<file path="src/verilog/mad_pkg.sv">
// Package: microword field layout, codes, timing and register map of the ALU datapath
package mad_pkg;
	// Microword layout
	localparam int MW_W = 38;
	localparam int FN_LO = 29;         // Function select 31:29
	localparam int SRC_LO = 26;        // Source select 28:26
	localparam int DST_LO = 32;        // Destination select 34:32
	localparam int AADR_LO = 8;        // A address 11:8
	localparam int BADR_LO = 12;       // B address 15:12
	localparam int CCU_HI = 33;        // Condition update 33:32
	localparam int CCU_LO = 32;
	localparam int ROT_BIT = 35;       // Rotate instead of shift
	localparam int DP_BIT = 36;        // Double precision
	localparam int CIN_BIT = 37;       // Carry-in to the low slice
	localparam int RDTYPE_BIT = 7;     // Low means local store read
	localparam int DERSEL_BIT = 5;
	localparam int DER_HI = 33;        // Discrete read needs 33:31 all set
	localparam int DER_LO = 31;
	// Function codes
	localparam logic [2:0] FN_ADD = 3'h0;
	localparam logic [2:0] FN_SUBR = 3'h1;
	localparam logic [2:0] FN_SUBS = 3'h2;
	localparam logic [2:0] FN_OR = 3'h3;
	localparam logic [2:0] FN_AND = 3'h4;
	localparam logic [2:0] FN_NOTRS = 3'h5;
	localparam logic [2:0] FN_XOR = 3'h6;
	localparam logic [2:0] FN_XNOR = 3'h7;
	// Destination codes
	localparam logic [2:0] DST_QREG = 3'h0;
	localparam logic [2:0] DST_NONE = 3'h1;
	localparam logic [2:0] DST_RAMA = 3'h2;
	localparam logic [2:0] DST_RAMF = 3'h3;
	// Timing: one microcycle of two clock phases
	localparam int CLK_MHZ = 10;
	localparam int CYCLE_NS = 200;
	localparam int CYCLE_CLKS = CYCLE_NS * CLK_MHZ / 1000;
	// Register map
	localparam logic [3:0] ADDR_CTRL = 4'h0;
	localparam logic [3:0] ADDR_STAT = 4'h4;
	localparam logic CTRL_RST = 1'b1;
	localparam logic [1:0] RESP_OKAY = 2'h0;
	localparam logic [1:0] RESP_SLVERR = 2'h2;
endpackage

</file>
<file path="src/verilog/mad_alu_datapath.sv">
// Eight-bit microcoded ALU datapath with register file, Q register and register bus
module mad_alu_datapath (
	// Clock, reset, enable
	input wire logic sys_clk,
	input wire logic sys_rst,
	input wire logic sys_ce,
	// Microword and bus operand
	input wire logic [mad_pkg::MW_W-1:0] microwordFields,
	input wire logic [7:0] externalBusOperand,
	// Internal bus driver
	output logic [7:0] busOut,
	output logic busOe,
	output logic latePhase,
	// Shift end lines, value and enable
	output logic regfileShiftTopLine,
	output logic regfileShiftTopOe,
	output logic regfileShiftBottomLine,
	output logic regfileShiftBottomOe,
	output logic qregShiftTopLine,
	output logic qregShiftTopOe,
	output logic qregShiftBottomLine,
	output logic qregShiftBottomOe,
	// Condition codes
	output logic resultZeroFlag,
	output logic resultSignFlag,
	output logic resultCarryFlag,
	output logic resultOverflowFlag,
	output logic auxZeroFlag,
	// AXI4-Lite slave
	input wire logic [3:0] s_axi_awaddr,
	input wire logic s_axi_awvalid,
	output logic s_axi_awready,
	input wire logic [31:0] s_axi_wdata,
	input wire logic [3:0] s_axi_wstrb,
	input wire logic s_axi_wvalid,
	output logic s_axi_wready,
	output logic [1:0] s_axi_bresp,
	output logic s_axi_bvalid,
	input wire logic s_axi_bready,
	input wire logic [3:0] s_axi_araddr,
	input wire logic s_axi_arvalid,
	output logic s_axi_arready,
	output logic [31:0] s_axi_rdata,
	output logic [1:0] s_axi_rresp,
	output logic s_axi_rvalid,
	input wire logic s_axi_rready
);
	import mad_pkg::*;

	logic [7:0] regFile [16];
	logic [7:0] aLat, bLat, qReg, aRd, aOp, bOp, rOp, sOp, xIn, yIn, aluF, ramIn, qIn;
	logic [2:0] fn, src, dst, mode;
	logic [3:0] aAdr, bAdr;
	logic [2:0] cy;
	logic c7, cinAlu, arith, stepOn, runEn, shiftDst, ramWr, qWr, rdCycle, ccUpd;
	logic ramTop, ramBot, qTop, qBot;
	logic [31:0] statWord;

	// Field decode
	assign fn = microwordFields[FN_LO+:3];
	assign src = microwordFields[SRC_LO+:3];
	assign dst = microwordFields[DST_LO+:3];
	assign aAdr = microwordFields[AADR_LO+:4];
	assign bAdr = microwordFields[BADR_LO+:4];
	assign mode = {dst[1], microwordFields[ROT_BIT], microwordFields[DP_BIT]};
	assign ccUpd = &microwordFields[CCU_HI:CCU_LO];
	assign shiftDst = dst[2];
	assign ramWr = (dst != DST_QREG) && (dst != DST_NONE);
	assign qWr = (dst == DST_QREG) || (shiftDst && !dst[0]);
	assign rdCycle = (&microwordFields[DER_HI:DER_LO] && microwordFields[RDTYPE_BIT]
		&& microwordFields[DERSEL_BIT]) || !microwordFields[RDTYPE_BIT];
	assign stepOn = sys_ce && runEn;

	// Both file outputs read the same array, so equal addresses show one word
	assign aRd = regFile[aAdr];
	assign aOp = latePhase ? aLat : aRd;
	assign bOp = latePhase ? bLat : regFile[bAdr];

	// Operand muxes, zero is the inhibit state
	always_comb begin
		case (src)
			3'h0: begin rOp = aOp; sOp = 8'h00; end
			3'h1: begin rOp = aOp; sOp = bOp; end
			3'h2: begin rOp = 8'h00; sOp = qReg; end
			3'h3: begin rOp = 8'h00; sOp = bOp; end
			3'h4: begin rOp = 8'h00; sOp = aOp; end
			3'h5: begin rOp = externalBusOperand; sOp = aOp; end
			3'h6: begin rOp = externalBusOperand; sOp = qReg; end
			default: begin rOp = externalBusOperand; sOp = 8'h00; end
		endcase
	end

	// Subtraction as complement-add; carry-in forced low for logic
	always_comb begin
		arith = 1'b1;
		xIn = rOp;
		yIn = sOp;
		cinAlu = microwordFields[CIN_BIT];
		case (fn)
			FN_ADD: ;
			FN_SUBR: begin xIn = sOp; yIn = ~rOp; cinAlu = !microwordFields[CIN_BIT]; end
			FN_SUBS: begin yIn = ~sOp; cinAlu = !microwordFields[CIN_BIT]; end
			default: begin arith = 1'b0; cinAlu = 1'b0; end
		endcase
	end
	assign cy[0] = cinAlu;

	// Two four-bit slices with the carry chained between them
	logic [7:0] sumF;
	genvar g;
	generate
		for (g = 0; g < 2; g++) begin : gSlice
			assign {cy[g+1], sumF[g*4+:4]} = {1'b0, xIn[g*4+:4]} + {1'b0, yIn[g*4+:4]} + {4'h0, cy[g]};
		end
	endgenerate
	assign c7 = xIn[7] ^ yIn[7] ^ sumF[7];

	always_comb begin
		case (fn)
			FN_OR: aluF = rOp | sOp;
			FN_AND: aluF = rOp & sOp;
			FN_NOTRS: aluF = ~rOp & sOp;
			FN_XOR: aluF = rOp ^ sOp;
			FN_XNOR: aluF = ~(rOp ^ sOp);
			default: aluF = sumF;
		endcase
	end

	// End bits per mode {up, rotate, double}
	always_comb begin
		ramTop = 1'b0;
		ramBot = 1'b0;
		qTop = 1'b0;
		qBot = 1'b0;
		case (mode)
			3'h0: ;
			3'h1: qTop = aluF[0];
			3'h2: begin ramTop = aluF[0]; qTop = qReg[0]; end
			3'h3: begin ramTop = qReg[0]; qTop = aluF[0]; end
			3'h4: ;
			3'h5: ramBot = qReg[7];
			3'h6: begin ramBot = aluF[7]; qBot = qReg[7]; end
			default: begin ramBot = qReg[7]; qBot = aluF[7]; end
		endcase
	end

	// Shifters: up moves toward the MSB, non-shift passes through
	always_comb begin
		if (!shiftDst) begin
			ramIn = aluF;
			qIn = aluF;
		end else if (mode[2]) begin
			ramIn = {aluF[6:0], ramBot};
			qIn = {qReg[6:0], qBot};
		end else begin
			ramIn = {ramTop, aluF[7:1]};
			qIn = {qTop, qReg[7:1]};
		end
	end

	// Phase counter: early then late half of each microcycle
	always_ff @(posedge sys_clk) begin
		if (sys_rst)
			latePhase <= 1'b0;
		else if (stepOn)
			latePhase <= !latePhase;
	end

	// A/B latches follow the file in the early phase, hold in the late one
	always_ff @(posedge sys_clk) begin
		if (stepOn && !latePhase) begin
			aLat <= aRd;
			bLat <= regFile[bAdr];
		end
	end

	// File and Q are not reset; microcode must initialise them
	always_ff @(posedge sys_clk) begin
		if (stepOn && latePhase && ramWr)
			regFile[bAdr] <= ramIn;
	end

	always_ff @(posedge sys_clk) begin
		if (stepOn && latePhase && qWr)
			qReg <= (dst == DST_QREG) ? aluF : qIn;
	end

	// Flags: main set only on request, auxiliary zero every cycle
	always_ff @(posedge sys_clk) begin
		if (stepOn && latePhase) begin
			auxZeroFlag <= (aluF == 8'h00);
			if (ccUpd) begin
				resultZeroFlag <= (aluF == 8'h00);
				resultSignFlag <= aluF[7];
				resultCarryFlag <= arith && cy[2];
				resultOverflowFlag <= arith && (cy[2] ^ c7);
			end
		end
	end

	// Bus driver: launched for the late phase only, never on read cycles
	always_ff @(posedge sys_clk) begin
		if (sys_rst) begin
			busOe <= 1'b0;
			busOut <= 8'h00;
		end else if (stepOn) begin
			busOe <= !latePhase && !rdCycle;
			busOut <= (dst == DST_RAMA) ? aRd : aluF;
		end
	end

	// End lines: enabled only while the destination shifts
	always_ff @(posedge sys_clk) begin
		if (sys_rst) begin
			regfileShiftTopOe <= 1'b0;
			regfileShiftBottomOe <= 1'b0;
			qregShiftTopOe <= 1'b0;
			qregShiftBottomOe <= 1'b0;
			regfileShiftTopLine <= 1'b0;
			regfileShiftBottomLine <= 1'b0;
			qregShiftTopLine <= 1'b0;
			qregShiftBottomLine <= 1'b0;
		end else if (sys_ce) begin
			regfileShiftTopOe <= shiftDst;
			regfileShiftBottomOe <= shiftDst;
			qregShiftTopOe <= shiftDst;
			qregShiftBottomOe <= shiftDst;
			regfileShiftTopLine <= mode[2] ? aluF[7] : ramTop;
			regfileShiftBottomLine <= mode[2] ? ramBot : aluF[0];
			qregShiftTopLine <= mode[2] ? qReg[7] : qTop;
			qregShiftBottomLine <= mode[2] ? qBot : qReg[0];
		end
	end

	// AXI4-Lite write: address and data taken together, one at a time
	always_ff @(posedge sys_clk) begin
		if (sys_rst) begin
			s_axi_awready <= 1'b0;
			s_axi_wready <= 1'b0;
			s_axi_bvalid <= 1'b0;
			s_axi_bresp <= RESP_OKAY;
			runEn <= CTRL_RST;
		end else if (sys_ce) begin
			s_axi_awready <= 1'b0;
			s_axi_wready <= 1'b0;
			if (s_axi_bvalid && s_axi_bready)
				s_axi_bvalid <= 1'b0;
			if (s_axi_awvalid && s_axi_wvalid && !s_axi_awready && !s_axi_bvalid) begin
				s_axi_awready <= 1'b1;
				s_axi_wready <= 1'b1;
				s_axi_bvalid <= 1'b1;
				s_axi_bresp <= (s_axi_awaddr == ADDR_CTRL) ? RESP_OKAY : RESP_SLVERR;
				if (s_axi_awaddr == ADDR_CTRL && s_axi_wstrb[0])
					runEn <= s_axi_wdata[0];
			end
		end
	end

	// Status word: flags, phase and Q contents
	assign statWord = {16'h0000, qReg, 2'h0, latePhase, auxZeroFlag,
		resultZeroFlag, resultSignFlag, resultCarryFlag, resultOverflowFlag};

	// AXI4-Lite read; unmapped addresses answer SLVERR with zero data
	always_ff @(posedge sys_clk) begin
		if (sys_rst) begin
			s_axi_arready <= 1'b0;
			s_axi_rvalid <= 1'b0;
			s_axi_rdata <= 32'h00000000;
			s_axi_rresp <= RESP_OKAY;
		end else if (sys_ce) begin
			s_axi_arready <= 1'b0;
			if (s_axi_rvalid && s_axi_rready)
				s_axi_rvalid <= 1'b0;
			if (s_axi_arvalid && !s_axi_arready && !s_axi_rvalid) begin
				s_axi_arready <= 1'b1;
				s_axi_rvalid <= 1'b1;
				s_axi_rresp <= RESP_OKAY;
				case (s_axi_araddr)
					ADDR_CTRL: s_axi_rdata <= {31'h00000000, runEn};
					ADDR_STAT: s_axi_rdata <= statWord;
					default: begin
						s_axi_rdata <= 32'h00000000;
						s_axi_rresp <= RESP_SLVERR;
					end
				endcase
			end
		end
	end

	// Checks
	busoff_early_a: assert property (@(posedge sys_clk) disable iff (sys_rst)
		busOe |-> latePhase) else $error("bus driven in first phase");
	busoff_read_a: assert property (@(posedge sys_clk) disable iff (sys_rst)
		(stepOn && rdCycle) |=> !busOe) else $error("bus driven on read cycle");
	bus_asel_a: assert property (@(posedge sys_clk) disable iff (sys_rst)
		(stepOn && !latePhase && dst == DST_RAMA) |=> busOut == aLat) else $error("bus not A output");
	qload_alu_a: assert property (@(posedge sys_clk) disable iff (sys_rst)
		(stepOn && latePhase && dst == DST_QREG) |=> qReg == $past(aluF)) else $error("Q not loaded");
	qhold_none_a: assert property (@(posedge sys_clk) disable iff (sys_rst)
		(stepOn && latePhase && dst == DST_NONE) |=> $stable(qReg)) else $error("Q changed on none");
	cc_hold_a: assert property (@(posedge sys_clk) disable iff (sys_rst)
		(stepOn && latePhase && !ccUpd) |=> $stable({resultZeroFlag, resultSignFlag,
		resultCarryFlag, resultOverflowFlag})) else $error("codes changed without request");
	cc_zero_a: assert property (@(posedge sys_clk) disable iff (sys_rst)
		(stepOn && latePhase && ccUpd) |=> resultZeroFlag == ($past(aluF) == 8'h00)
		&& resultSignFlag == $past(aluF[7])) else $error("zero or sign wrong");
	aux_zero_a: assert property (@(posedge sys_clk) disable iff (sys_rst)
		(stepOn && latePhase) |=> auxZeroFlag == ($past(aluF) == 8'h00)) else $error("aux zero wrong");
	qend_hiz_a: assert property (@(posedge sys_clk) disable iff (sys_rst)
		(sys_ce && !shiftDst) |=> !qregShiftTopOe && !qregShiftBottomOe) else $error("Q end driven");
	shift_up_a: assert property (@(posedge sys_clk) disable iff (sys_rst)
		(stepOn && latePhase && dst == 3'h7) |=> regFile[$past(bAdr)][7:1] == $past(aluF[6:0]))
		else $error("up shift wrong");
	phase_alt_a: assert property (@(posedge sys_clk) disable iff (sys_rst)
		stepOn |=> latePhase != $past(latePhase)) else $error("phase stuck");

	add_carry_c: cover property (@(posedge sys_clk) disable iff (sys_rst)
		stepOn && latePhase && fn == FN_ADD && ccUpd && cy[2]);
	shift_wr_c: cover property (@(posedge sys_clk) disable iff (sys_rst)
		stepOn && latePhase && shiftDst && mode[0]);
	bus_drive_c: cover property (@(posedge sys_clk) disable iff (sys_rst) busOe ##1 !busOe);
	axi_write_c: cover property (@(posedge sys_clk) disable iff (sys_rst) s_axi_bvalid && s_axi_bready);
endmodule

</file>
<file path="config.mk">
export PLATFORM = sky130hd
export DESIGN_NAME = mad_alu_datapath
export DESIGN_NICKNAME = d
export VERILOG_FILES = /design/src/verilog/mad_pkg.sv /design/src/verilog/mad_alu_datapath.sv
export SDC_FILE = /design/constraint.sdc
export NUM_CORES = 1
export LEC_CHECK = 0
export ABC_AREA = 1
export BUFFER_PORTS_ARGS = -buffer_cell sky130_fd_sc_hd__buf_2
export CORE_AREA = 4 4 219 221
export DETAILED_ROUTE_END_ITERATION = 12
export DIE_AREA = 0 0 223 225
export GPL_TIMING_DRIVEN = 0
export HOLD_SLACK_MARGIN = 0.05
export PLACE_DENSITY = 0.48
export SLEW_MARGIN = 30
export SYNTH_ARGS = -nofsm -noshare
export SYNTH_HDL_FRONTEND = slang
export SYNTH_SLANG_ARGS = --single-unit
</file>
<file path="constraint.sdc">
create_clock -name sys_clk -period 4.5 [get_ports sys_clk]
set_input_delay 0.225 -clock sys_clk [delete_from_list [all_inputs] [get_ports sys_clk]]
set_output_delay 0.225 -clock sys_clk [all_outputs]
set_load 0.01 [all_outputs]
</file>
==> results, run 1 <==
- The run finished with clean final reports.
- Setup violations remaining at the end of the flow were counted as 0.
- Clock-pin slew was measured on the worst setup and hold paths at 0.08 ns.
- The adder and majority gate portion of the synthesized area is 0.0223.
- The number of core rows is 79.
- For this run, design rule violations remaining after detail routing come to 0.
- The number of primary I/O pins is 162.
- The worst hold margin is 0.0811 ns.
- For hold timing, the worst endpoint is s_axi_rresp[1].
- Timing analysis after detailed placement gives a worst setup slack of -1.15 ns.
- The total power divided by cell area is 337 mW/mm^2.
- Once layout is done, the placed cells without fillers occupy 0.0136 sq mm.
- The area growth from synthesis to layout is 18.8%.
- The initial antenna violation count came to 0.
- The final total power is 4.57 mW.
- The post-detailed-route wirelength per cell is 18.1 um.
- The number of max-slew violations in the final report is 0.
- The number of global-route vias before repair is 9905.
- Registers take 0.00544 sq mm.
- The mean cell area of the mapped netlist is 7.44 sq um.
- Counting both buffers and inverters, the worst setup path holds a total of 6.
- Summed over all nets, the half-perimeter wirelength after detailed placement is 30500 um.
- For this design the total switching power over the nets is 1.43 mW.
- For this run, the register share of the synthesized area comes to 0.475.
- The worst-case setup margin in the final layout is 0.251 ns.
- In the post-synthesis netlist, the biggest area contributors are sky130_fd_sc_hd__edfxtp_1, sky130_fd_sc_hd__nand2_1, sky130_fd_sc_hd__nand3_1.
- The clock period minus final worst setup slack is 4.25 ns.
- The launch point of the worst hold path is s_axi_araddr[1].
- Summed over all cells, the static leakage comes to 6.27 nW.
- The post-place instance area is 0.0128 sq mm.
- Counting instances, the worst hold path has a depth of 3.
- Timing would allow up to 235 MHz.
- The cell-internal power is 3.15 mW.
- The post-synthesis simple-gate area fraction is 0.324.
- Entering global routing, the biggest net connects 19 pins.
- The Yosys step of the flow raised 0 warnings.
- The tree built by TritonCTS fans out to 193 sinks.
- In the layout the commonest cells are sky130_fd_sc_hd__nand2_1, sky130_fd_sc_hd__edfxtp_1, sky130_fd_sc_hd__inv_1.
- The number of inserted diodes is 0.
- STA classifies the critical path startpoint as an input pin.
- The synthesized netlist contains 37 unique library cells.
- The part of the total power dissipated in combinational logic is 0.201.
- The compound-cell area share of the yosys netlist is 0.0794.
- The portion of synthesized cell area occupied by the leading cell type is 0.412.
- The critical path class is in -> reg.
- The number of CTS-inserted buffers is 17.
- The clock tree root buffer cell is sky130_fd_sc_hd__clkbuf_16.
- Max-cap violations in this run came to 0.
- Measured against the total synthesized area, the mux share comes to 0.
- The total standard cell area after synthesis is 0.0114 sq mm.
- The H-tree was split into 4 levels.
- The category of the worst setup path capture point is a register.
- The startpoint of the most critical register-to-register path is latePhase.
- The total via count after detailed routing is 10500.
- Of the total power, registers draw 0.447.
- The setup skew after layout is 0.0164 ns.
- The part of the total power dissipated in the clock network is 0.352.
- The congestion estimate from routability-driven global placement came to 0.936.
- The setup slack of the most critical reg-to-reg path is 0.25 ns.
- The number of input and output port buffers inserted is 83.
- The xor/xnor cell area share of the yosys netlist is 0.00153.
- The total area inside the core boundary comes to 0.0462 sq mm.
- The worst setup path startpoint is microwordFields[9].
- The die width is 223 um.
- The number of inserted filler cells in the final layout is 4943.
- TritonCTS built the clock tree.
- In this run the critical register-to-register path is captured at regFile[3][6].
- The final layout contains routed wiring with a total length of 41500 um.
- The cell count after synthesis came out at 1537.
- The global router's overall resource usage is 0.162.
- The final-report hold violation count was 0.
- The largest single stage delay on the critical path is 0.41 ns.
- The portion of the clock cycle consumed by the worst path in the final layout is 0.944.
- The later pin in the worst-skew pair is clocked with a latency of 0.47 ns.
- The final antenna-violating net count is 0.
- The first-pass GRT wire length is 61800 um.
- The proportion of layout cells with a drive suffix above 1 is 0.154.
- Measured in cells, the most critical reg-to-reg path has a length of 21.
- After synthesis, the largest family of logic cells by area is simple AND/OR/NAND/NOR gates.
- The die covers 0.0502 sq mm.
- The initial utilization of the core area, before any placement, comes to 0.248.
- The routed via count divided by cell count is 4.60.
- The min-delay analysis places its worst path in the category in -> reg.
- The data arrival time at the worst-slack endpoint is 4.57 ns.
- The combined area of the multi-input logic cells is 0.00513 sq mm.
- By instance count, the cell type seen most on the critical path is sky130_fd_sc_hd__nand3_1.
- After global routing the overflow that remains totals 0.
- The violation count after the first detailed-routing iteration is 920.
- The largest total area in the synthesized netlist belongs to sky130_fd_sc_hd__edfxtp_1.
- The worst pin sits at a relative slew slack of 0.388.
- At the pin with the least slew margin, the transition time is 0.915 ns.
- In this run the worst path has a maximum fanout of 10.
- For this design, the slowest cell found on the critical path is sky130_fd_sc_hd__fa_2.
- The die boundary height is 225 um.
- After synthesis the netlist holds a flip-flop and latch count of 193.
- In this run the deepest clock path goes through 2 buffers.
- Leaving out fill and tap cells, the most frequent cell in the layout is sky130_fd_sc_hd__nand2_1.
- The required time of the critical path is 4.82 ns.
- In this design, the largest share of critical-path delay is due to adder cells.
- Of the total power, the share spent switching nets is 0.312.
- The first detailed-routing pass ran for 6 iterations.
- Across the VDD grid, the largest voltage drop is 247 uV.
- The layout net count is 1786.
==> tightest hold or removal path, stage by stage <==
cell and delay [ns]:
sky130_fd_sc_hd__buf_2 0.09, sky130_fd_sc_hd__nor3_1 0.06, sky130_fd_sc_hd__a21oi_1 0.13
==> worst max-delay path by stage <==
stage / depth (start not counted) / end / slack (ns)
2_1_floorplan: 24 / regFile[0][5] / 0.06
3_3_place_gp: 21 / regFile[7][5] / -1.80
3_5_place_dp: 23 / regFile[0][0] / -1.15
4_1_cts: 29 / regFile[10][6] / 0.03
5_1_grt: 25 / regFile[2][6] / -0.02
6_report: 25 / regFile[3][6] / 0.25
==> metal layers <==
layer  track usage  part of all wire  vias to the layer above
met1         0.219              0.44                     4894
met3        0.0234             0.064                       48
met4        0.0513             0.023                        0
li1              -                 -                     5193
met2         0.268              0.47                      397
met5             0                 0                        -
==> through the flow <==
step | instances | TNS (ns) | utilization
6_report | 2290 | 0 | 0.294
5_1_grt | 2290 | -0.282 | 0.294
4_1_cts | 2289 | 0 | 0.292
3_5_place_dp | 2249 | -86.30 | 0.276
3_3_place_gp | 2246 | -134.14 | 0.275
2_1_floorplan | 1556 | 0 | -
==> power by group through the flow <==
stage / Sequential (mW) / Clock (mW) / Combinational, mW
floorplan: 2.09 / 0 / 0.535
global placement: 2.09 / 0 / 0.832
detailed placement: 2.09 / 0 / 0.859
CTS: 2.04 / 1.64 / 0.891
global route: 2.05 / 1.71 / 1.02
finish: 2.04 / 1.61 / 0.918
==> logic make-up (layout without fill, tap and decap cells) <==
| group | Yosys count | after routing |
|---|---|---|
| AOI/OAI and AO/OA | 163 | 163 |
| xor gates and xnor gates | 2 | 2 |
| adders and majority gates | 18 | 18 |
| buffers and inverters | 246 | 373 |
| DFF | 193 | 193 |
| other | 1 | 20 |
| and+or+nand+nor | 914 | 914 |
==> cells in the mapped netlist <==
master,n
sky130_fd_sc_hd__and3_1,1
sky130_fd_sc_hd__o21ai_1,5
sky130_fd_sc_hd__o32ai_1,3
sky130_fd_sc_hd__nand3_2,1
sky130_fd_sc_hd__inv_2,7
sky130_fd_sc_hd__buf_1,5
sky130_fd_sc_hd__o21ai_0,91
sky130_fd_sc_hd__buf_6,8
sky130_fd_sc_hd__nor2_1,135
sky130_fd_sc_hd__inv_1,148
sky130_fd_sc_hd__nor3_1,4
sky130_fd_sc_hd__dfxtp_1,36
sky130_fd_sc_hd__buf_4,25
sky130_fd_sc_hd__a31oi_1,2
sky130_fd_sc_hd__o22ai_1,3
sky130_fd_sc_hd__nand2_2,2
sky130_fd_sc_hd__clkinv_1,2
sky130_fd_sc_hd__a221oi_1,4
sky130_fd_sc_hd__nand4_1,7
sky130_fd_sc_hd__or4_1,1
sky130_fd_sc_hd__clkbuf_1,22
sky130_fd_sc_hd__fa_1,4
sky130_fd_sc_hd__a22oi_1,13
sky130_fd_sc_hd__or2_2,10
sky130_fd_sc_hd__buf_2,29
sky130_fd_sc_hd__nor4_1,1
sky130_fd_sc_hd__conb_1,1
sky130_fd_sc_hd__nand3_1,146
sky130_fd_sc_hd__edfxtp_1,157
sky130_fd_sc_hd__nor2_2,10
sky130_fd_sc_hd__a21oi_1,31
sky130_fd_sc_hd__a211oi_1,4
sky130_fd_sc_hd__o211ai_1,4
sky130_fd_sc_hd__ha_1,14
sky130_fd_sc_hd__o21bai_1,3
sky130_fd_sc_hd__xnor2_1,2
sky130_fd_sc_hd__nand2_1,596
==> registers in the layout (all words and copies together) (netlist names), 8 cells and up <==
signal       count
bLat             8
s_axi_rdata     14
aLat             8
regFile        128
qReg             8
busOut           8
==> repair_timing <==
action,CTS,global route
setup buffers,1,1
endpoints found under the setup margin,102,103
hold buffers,6,0
gates cloned,1,0
pin swaps,1,8
resized for setup,22,27
endpoints found under the hold margin,4,0
==> cell type report <==
class,instances,area share
inverter,157,0.0434
clock inverter,14,0.0124
sequential,193,0.400
buffer,89,0.0393
multi-input combinational,1117,0.378
clock buffer,18,0.0316
timing repair buffer,95,0.0397
tap,607,0.0559
(Power assumes the default switching activity.)
==> inputs of run 2 (changes only) <==
--- a/config.mk
+++ b/config.mk
@@ -12,7 +12,7 @@
 export DIE_AREA = 0 0 223 225
 export GPL_TIMING_DRIVEN = 0
 export HOLD_SLACK_MARGIN = 0.05
-export PLACE_DENSITY = 0.48
+export PLACE_DENSITY = 0.52
 export SLEW_MARGIN = 30
 export SYNTH_ARGS = -nofsm -noshare
 export SYNTH_HDL_FRONTEND = slang
==> run 2 against run 1 <==
  * Clock power is 4% lower
  * Highest routed layer unchanged
  * Non-clock buffer count up 3
  * Global-route usage shrank 0.70 points
  * Setup slack lost 0.022 ns
  * Design area rose by 0.30%
  * Critical path depth stayed put
  * Combinational power increased by 1%
  * Power decreased by 1.1%
  * Via count rose by 0.85%
  * Die area unchanged
  * Maximum frequency is 0.53% lower
  * Largest cell class unchanged
==> results, run 2 (synthesized netlist as in run 1, its figures left out) <==
- The flow ran to the end, and the final reports show no timing, DRC or antenna violations.
- The total number of H-tree levels is 4 (unchanged).
- The number of inserted filler cells in the final layout is 4926 (-0.34%).
- The routed via count divided by cell count is 4.63 (+0.71%).
- The sink count of the clock tree is 193 (unchanged).
- The maximum count of clock buffers along a single path was 2 (unchanged).
- The insertion delay to the later sink of the worst-skew pair is 0.45 ns (-0.02 ns).
- The final antenna-violating net count is 0 (unchanged).
- The number of primary I/O pins came to 162 (unchanged).
- The global routing usage on met1 is 0.204 (-0.0148).
- The critical path class is in -> reg.
- The final total power was 4.52 mW (-1.1%).
- The setup skew after layout is 0.0156 ns (-0.000750 ns).
- The area growth from synthesis to final layout is 19.2%.
- The die area is 0.0502 sq mm (unchanged).
- The total length of routed wires is 40100 um (-3.5%).
- The clock input transition at the sequential cells of the worst setup and hold paths came to 0.08 ns (about the same).
- The die width is 223 um (unchanged).
- The first-pass GRT wire length is 59700 um (-3.5%).
- The largest net degree at the start of global routing is 21 (+2).
- The worst setup path is launched from an input pin.
- The detailed-routing iteration count for the pre-antenna-repair pass came to 6 (unchanged).
- The slew of the pin with the lowest slew margin is 0.987 ns (+0.0722 ns).
- The routability congestion estimate from global placement came to 0.924 (-1.3%).
- The worst-path maximum fanout was 10 (unchanged).
- The post-place instance area is 0.0128 sq mm (about the same).
- The clock period minus final worst setup slack was 4.27 ns (+0.0224 ns).
- The final-report hold violation count is 0 (unchanged).
- The number of input and output port buffers inserted was 83 (unchanged).
- The category of the worst setup path capture point is a register.
- The register area came to 0.00544 sq mm (unchanged).
- The largest vdd supply drop came to 306 uV (+24%).
- The total via count after detailed routing is 10600 (+0.85%).
- The max-capacitance violation count was 0 (unchanged).
- The DRC violations left is 0 (unchanged).
- The largest registers in the layout are regFile (128), s_axi_rdata (14).
- The number of core rows was 79 (unchanged).
- The initial antenna violation count is 1 (+1).
- The post-route standard cell area excluding fillers is 0.0136 sq mm (+0.30%).
- The total of endpoints with negative setup slack in the final report is 0 (unchanged).
- The min-delay analysis places its worst path in the category in -> reg.
- The met3 track utilization from global routing is 0.0294 (+0.00599).
- The violation count after the first detailed-routing iteration is 830 (-9.8%).
- The TritonCTS clock tree is yes.
- The remaining global-route overflow is 0 (unchanged).
- Setup repair after global routing left no endpoint under its margin.
- The layout net count is 1789 (+0.17%).
- The number of CTS-inserted buffers came to 17 (unchanged).
- The peak-usage layer in the global routing report is met2.
- The clock tree root buffer cell is sky130_fd_sc_hd__clkbuf_16.
- The proportion of layout cells with a drive suffix above 1 is 0.155 (+0.00100).
- The final standard cell utilization of the core came to 0.295 (+0.000867).
- The combined area of the multi-input logic cells is 0.00512 sq mm (-0.22%).
- The data arrival time at the worst-slack endpoint is 4.48 ns (-0.09 ns).
- The effective utilization at floorplan came to 0.248 (unchanged).
- The area of the placeable core was 0.0462 sq mm (unchanged).
- The number of max-slew violations in the final report came to 0 (unchanged).
- regFile holds more flip-flops than any other register.
- The total power divided by cell area was 332 mW/mm^2 (-1.4%).
- The leakage component of the power came to 6.29 nW (+0.29%).
- The number of flip-flops in the largest register was 128 (unchanged).
- In the layout the commonest cells are sky130_fd_sc_hd__nand2_1, sky130_fd_sc_hd__edfxtp_1, sky130_fd_sc_hd__inv_1.
- The global router's overall resource usage was 0.155 (-0.00699).
- The number of global-route vias before repair is 10000 (+1.3%).
- The met2 global-route usage is 0.256 (-0.0120).
- The post-detailed-route wirelength per cell is 17.5 um (-3.6%).
- The worst relative slew slack was 0.340 (-0.0483).
- Leaving out fill and tap cells, the most frequent cell in the layout is sky130_fd_sc_hd__nand2_1.
- The die boundary height is 225 um (unchanged).
- The worst hold margin came to 0.0890 ns (+0.00792 ns).
- The detailed placer's ending HPWL is 29500 um (-3.3%).
- The required time of the critical path is 4.70 ns (-0.12 ns).
- The timing-limited maximum frequency came to 234 MHz (-0.53%).
- The portion of the clock cycle consumed by the worst path in the final layout came to 0.949 (+0.00499).
==> run 2: cell count changes in the layout (fill, tap and decap cells not counted), sizes merged <==
cell / change
inv: +3
bufinv: -2
clkinv: -1
buf: +2
diode: +1
==> run 2: what timing repair did <==
action                     in CTS  in global routing
cloned                          1                  0
setup endpoints to repair      99                100
hold buffers                    6                  0
buffers inserted                1                  5
pin swaps                       2                  8
resized for setup              26                 17
hold endpoints to repair        4                  0
==> run 2: cell type report <==
class	instances	share of cell area
sequential	193	0.399
multi-input combinational	1117	0.376
tap	607	0.0557
timing repair buffer	98	0.0440
inverter	157	0.0432
buffer	89	0.0392
clock buffer	17	0.0312
clock inverter	14	0.0118
antenna	1	0.000184
==> run 2: metrics by stage <==
step | setup TNS, ns | std cells | setup WS [ns]
floorplan | 0 | 1556 | 0.0557
global placement | -124.70 | 2246 | -1.77
detailed placement | -85.56 | 2248 | -1.07
CTS | 0 | 2287 | 0.0444
global route | 0 | 2292 | 0.0104
finish | 0 | 2293 | 0.229
==> run 2: power breakdown <==
group | switching (mW) | leakage (nW) | internal (mW)
logic | 0.628 | 4.27 | 0.300
clock network | 0.805 | 0.284 | 0.750
registers | 0.0206 | 1.73 | 2.02
==> run 2: routing by layer <==
metal,share of wire,wire length (um)
met1,0.43,17200
met2,0.46,18600
met3,0.077,3090
met4,0.029,1140
met5,0,0
==> run 2: worst paths after layout <==
check	startpoint	slack [ns]	to	cells past startpoint
max	microwordFields[10]	0.23	regFile[6][6]	25
min	s_axi_araddr[0]	0.09	s_axi_rresp[1]	3
max reg2reg	regFile[3][0]	0.31	regFile[6][6]	30
min reg2reg	busOut[6]	0.47	busOut[6]	2
==> run 2: critical path: stages <==
cell                      delay [ns]
sky130_fd_sc_hd__buf_2          0.23
sky130_fd_sc_hd__buf_1          0.68
sky130_fd_sc_hd__nand3_1        0.16
sky130_fd_sc_hd__nand3_1        0.22
sky130_fd_sc_hd__nand3_1        0.17
sky130_fd_sc_hd__nand2_1        0.09
sky130_fd_sc_hd__nor2_1         0.05
sky130_fd_sc_hd__nor2_2         0.21
sky130_fd_sc_hd__nand2_1        0.07
sky130_fd_sc_hd__o21ai_0        0.08
sky130_fd_sc_hd__o21ai_0        0.11
sky130_fd_sc_hd__ha_1           0.37
sky130_fd_sc_hd__nand3_1        0.09
sky130_fd_sc_hd__nand2_1        0.09
sky130_fd_sc_hd__fa_2           0.24
sky130_fd_sc_hd__inv_1          0.07
sky130_fd_sc_hd__fa_1           0.46
sky130_fd_sc_hd__nor2_1         0.13
sky130_fd_sc_hd__o21ai_2        0.10
sky130_fd_sc_hd__nand2_2        0.13
sky130_fd_sc_hd__inv_2          0.05
sky130_fd_sc_hd__nand2_2        0.08
sky130_fd_sc_hd__o21ai_4        0.07
sky130_fd_sc_hd__buf_12         0.14
sky130_fd_sc_hd__buf_8          0.14
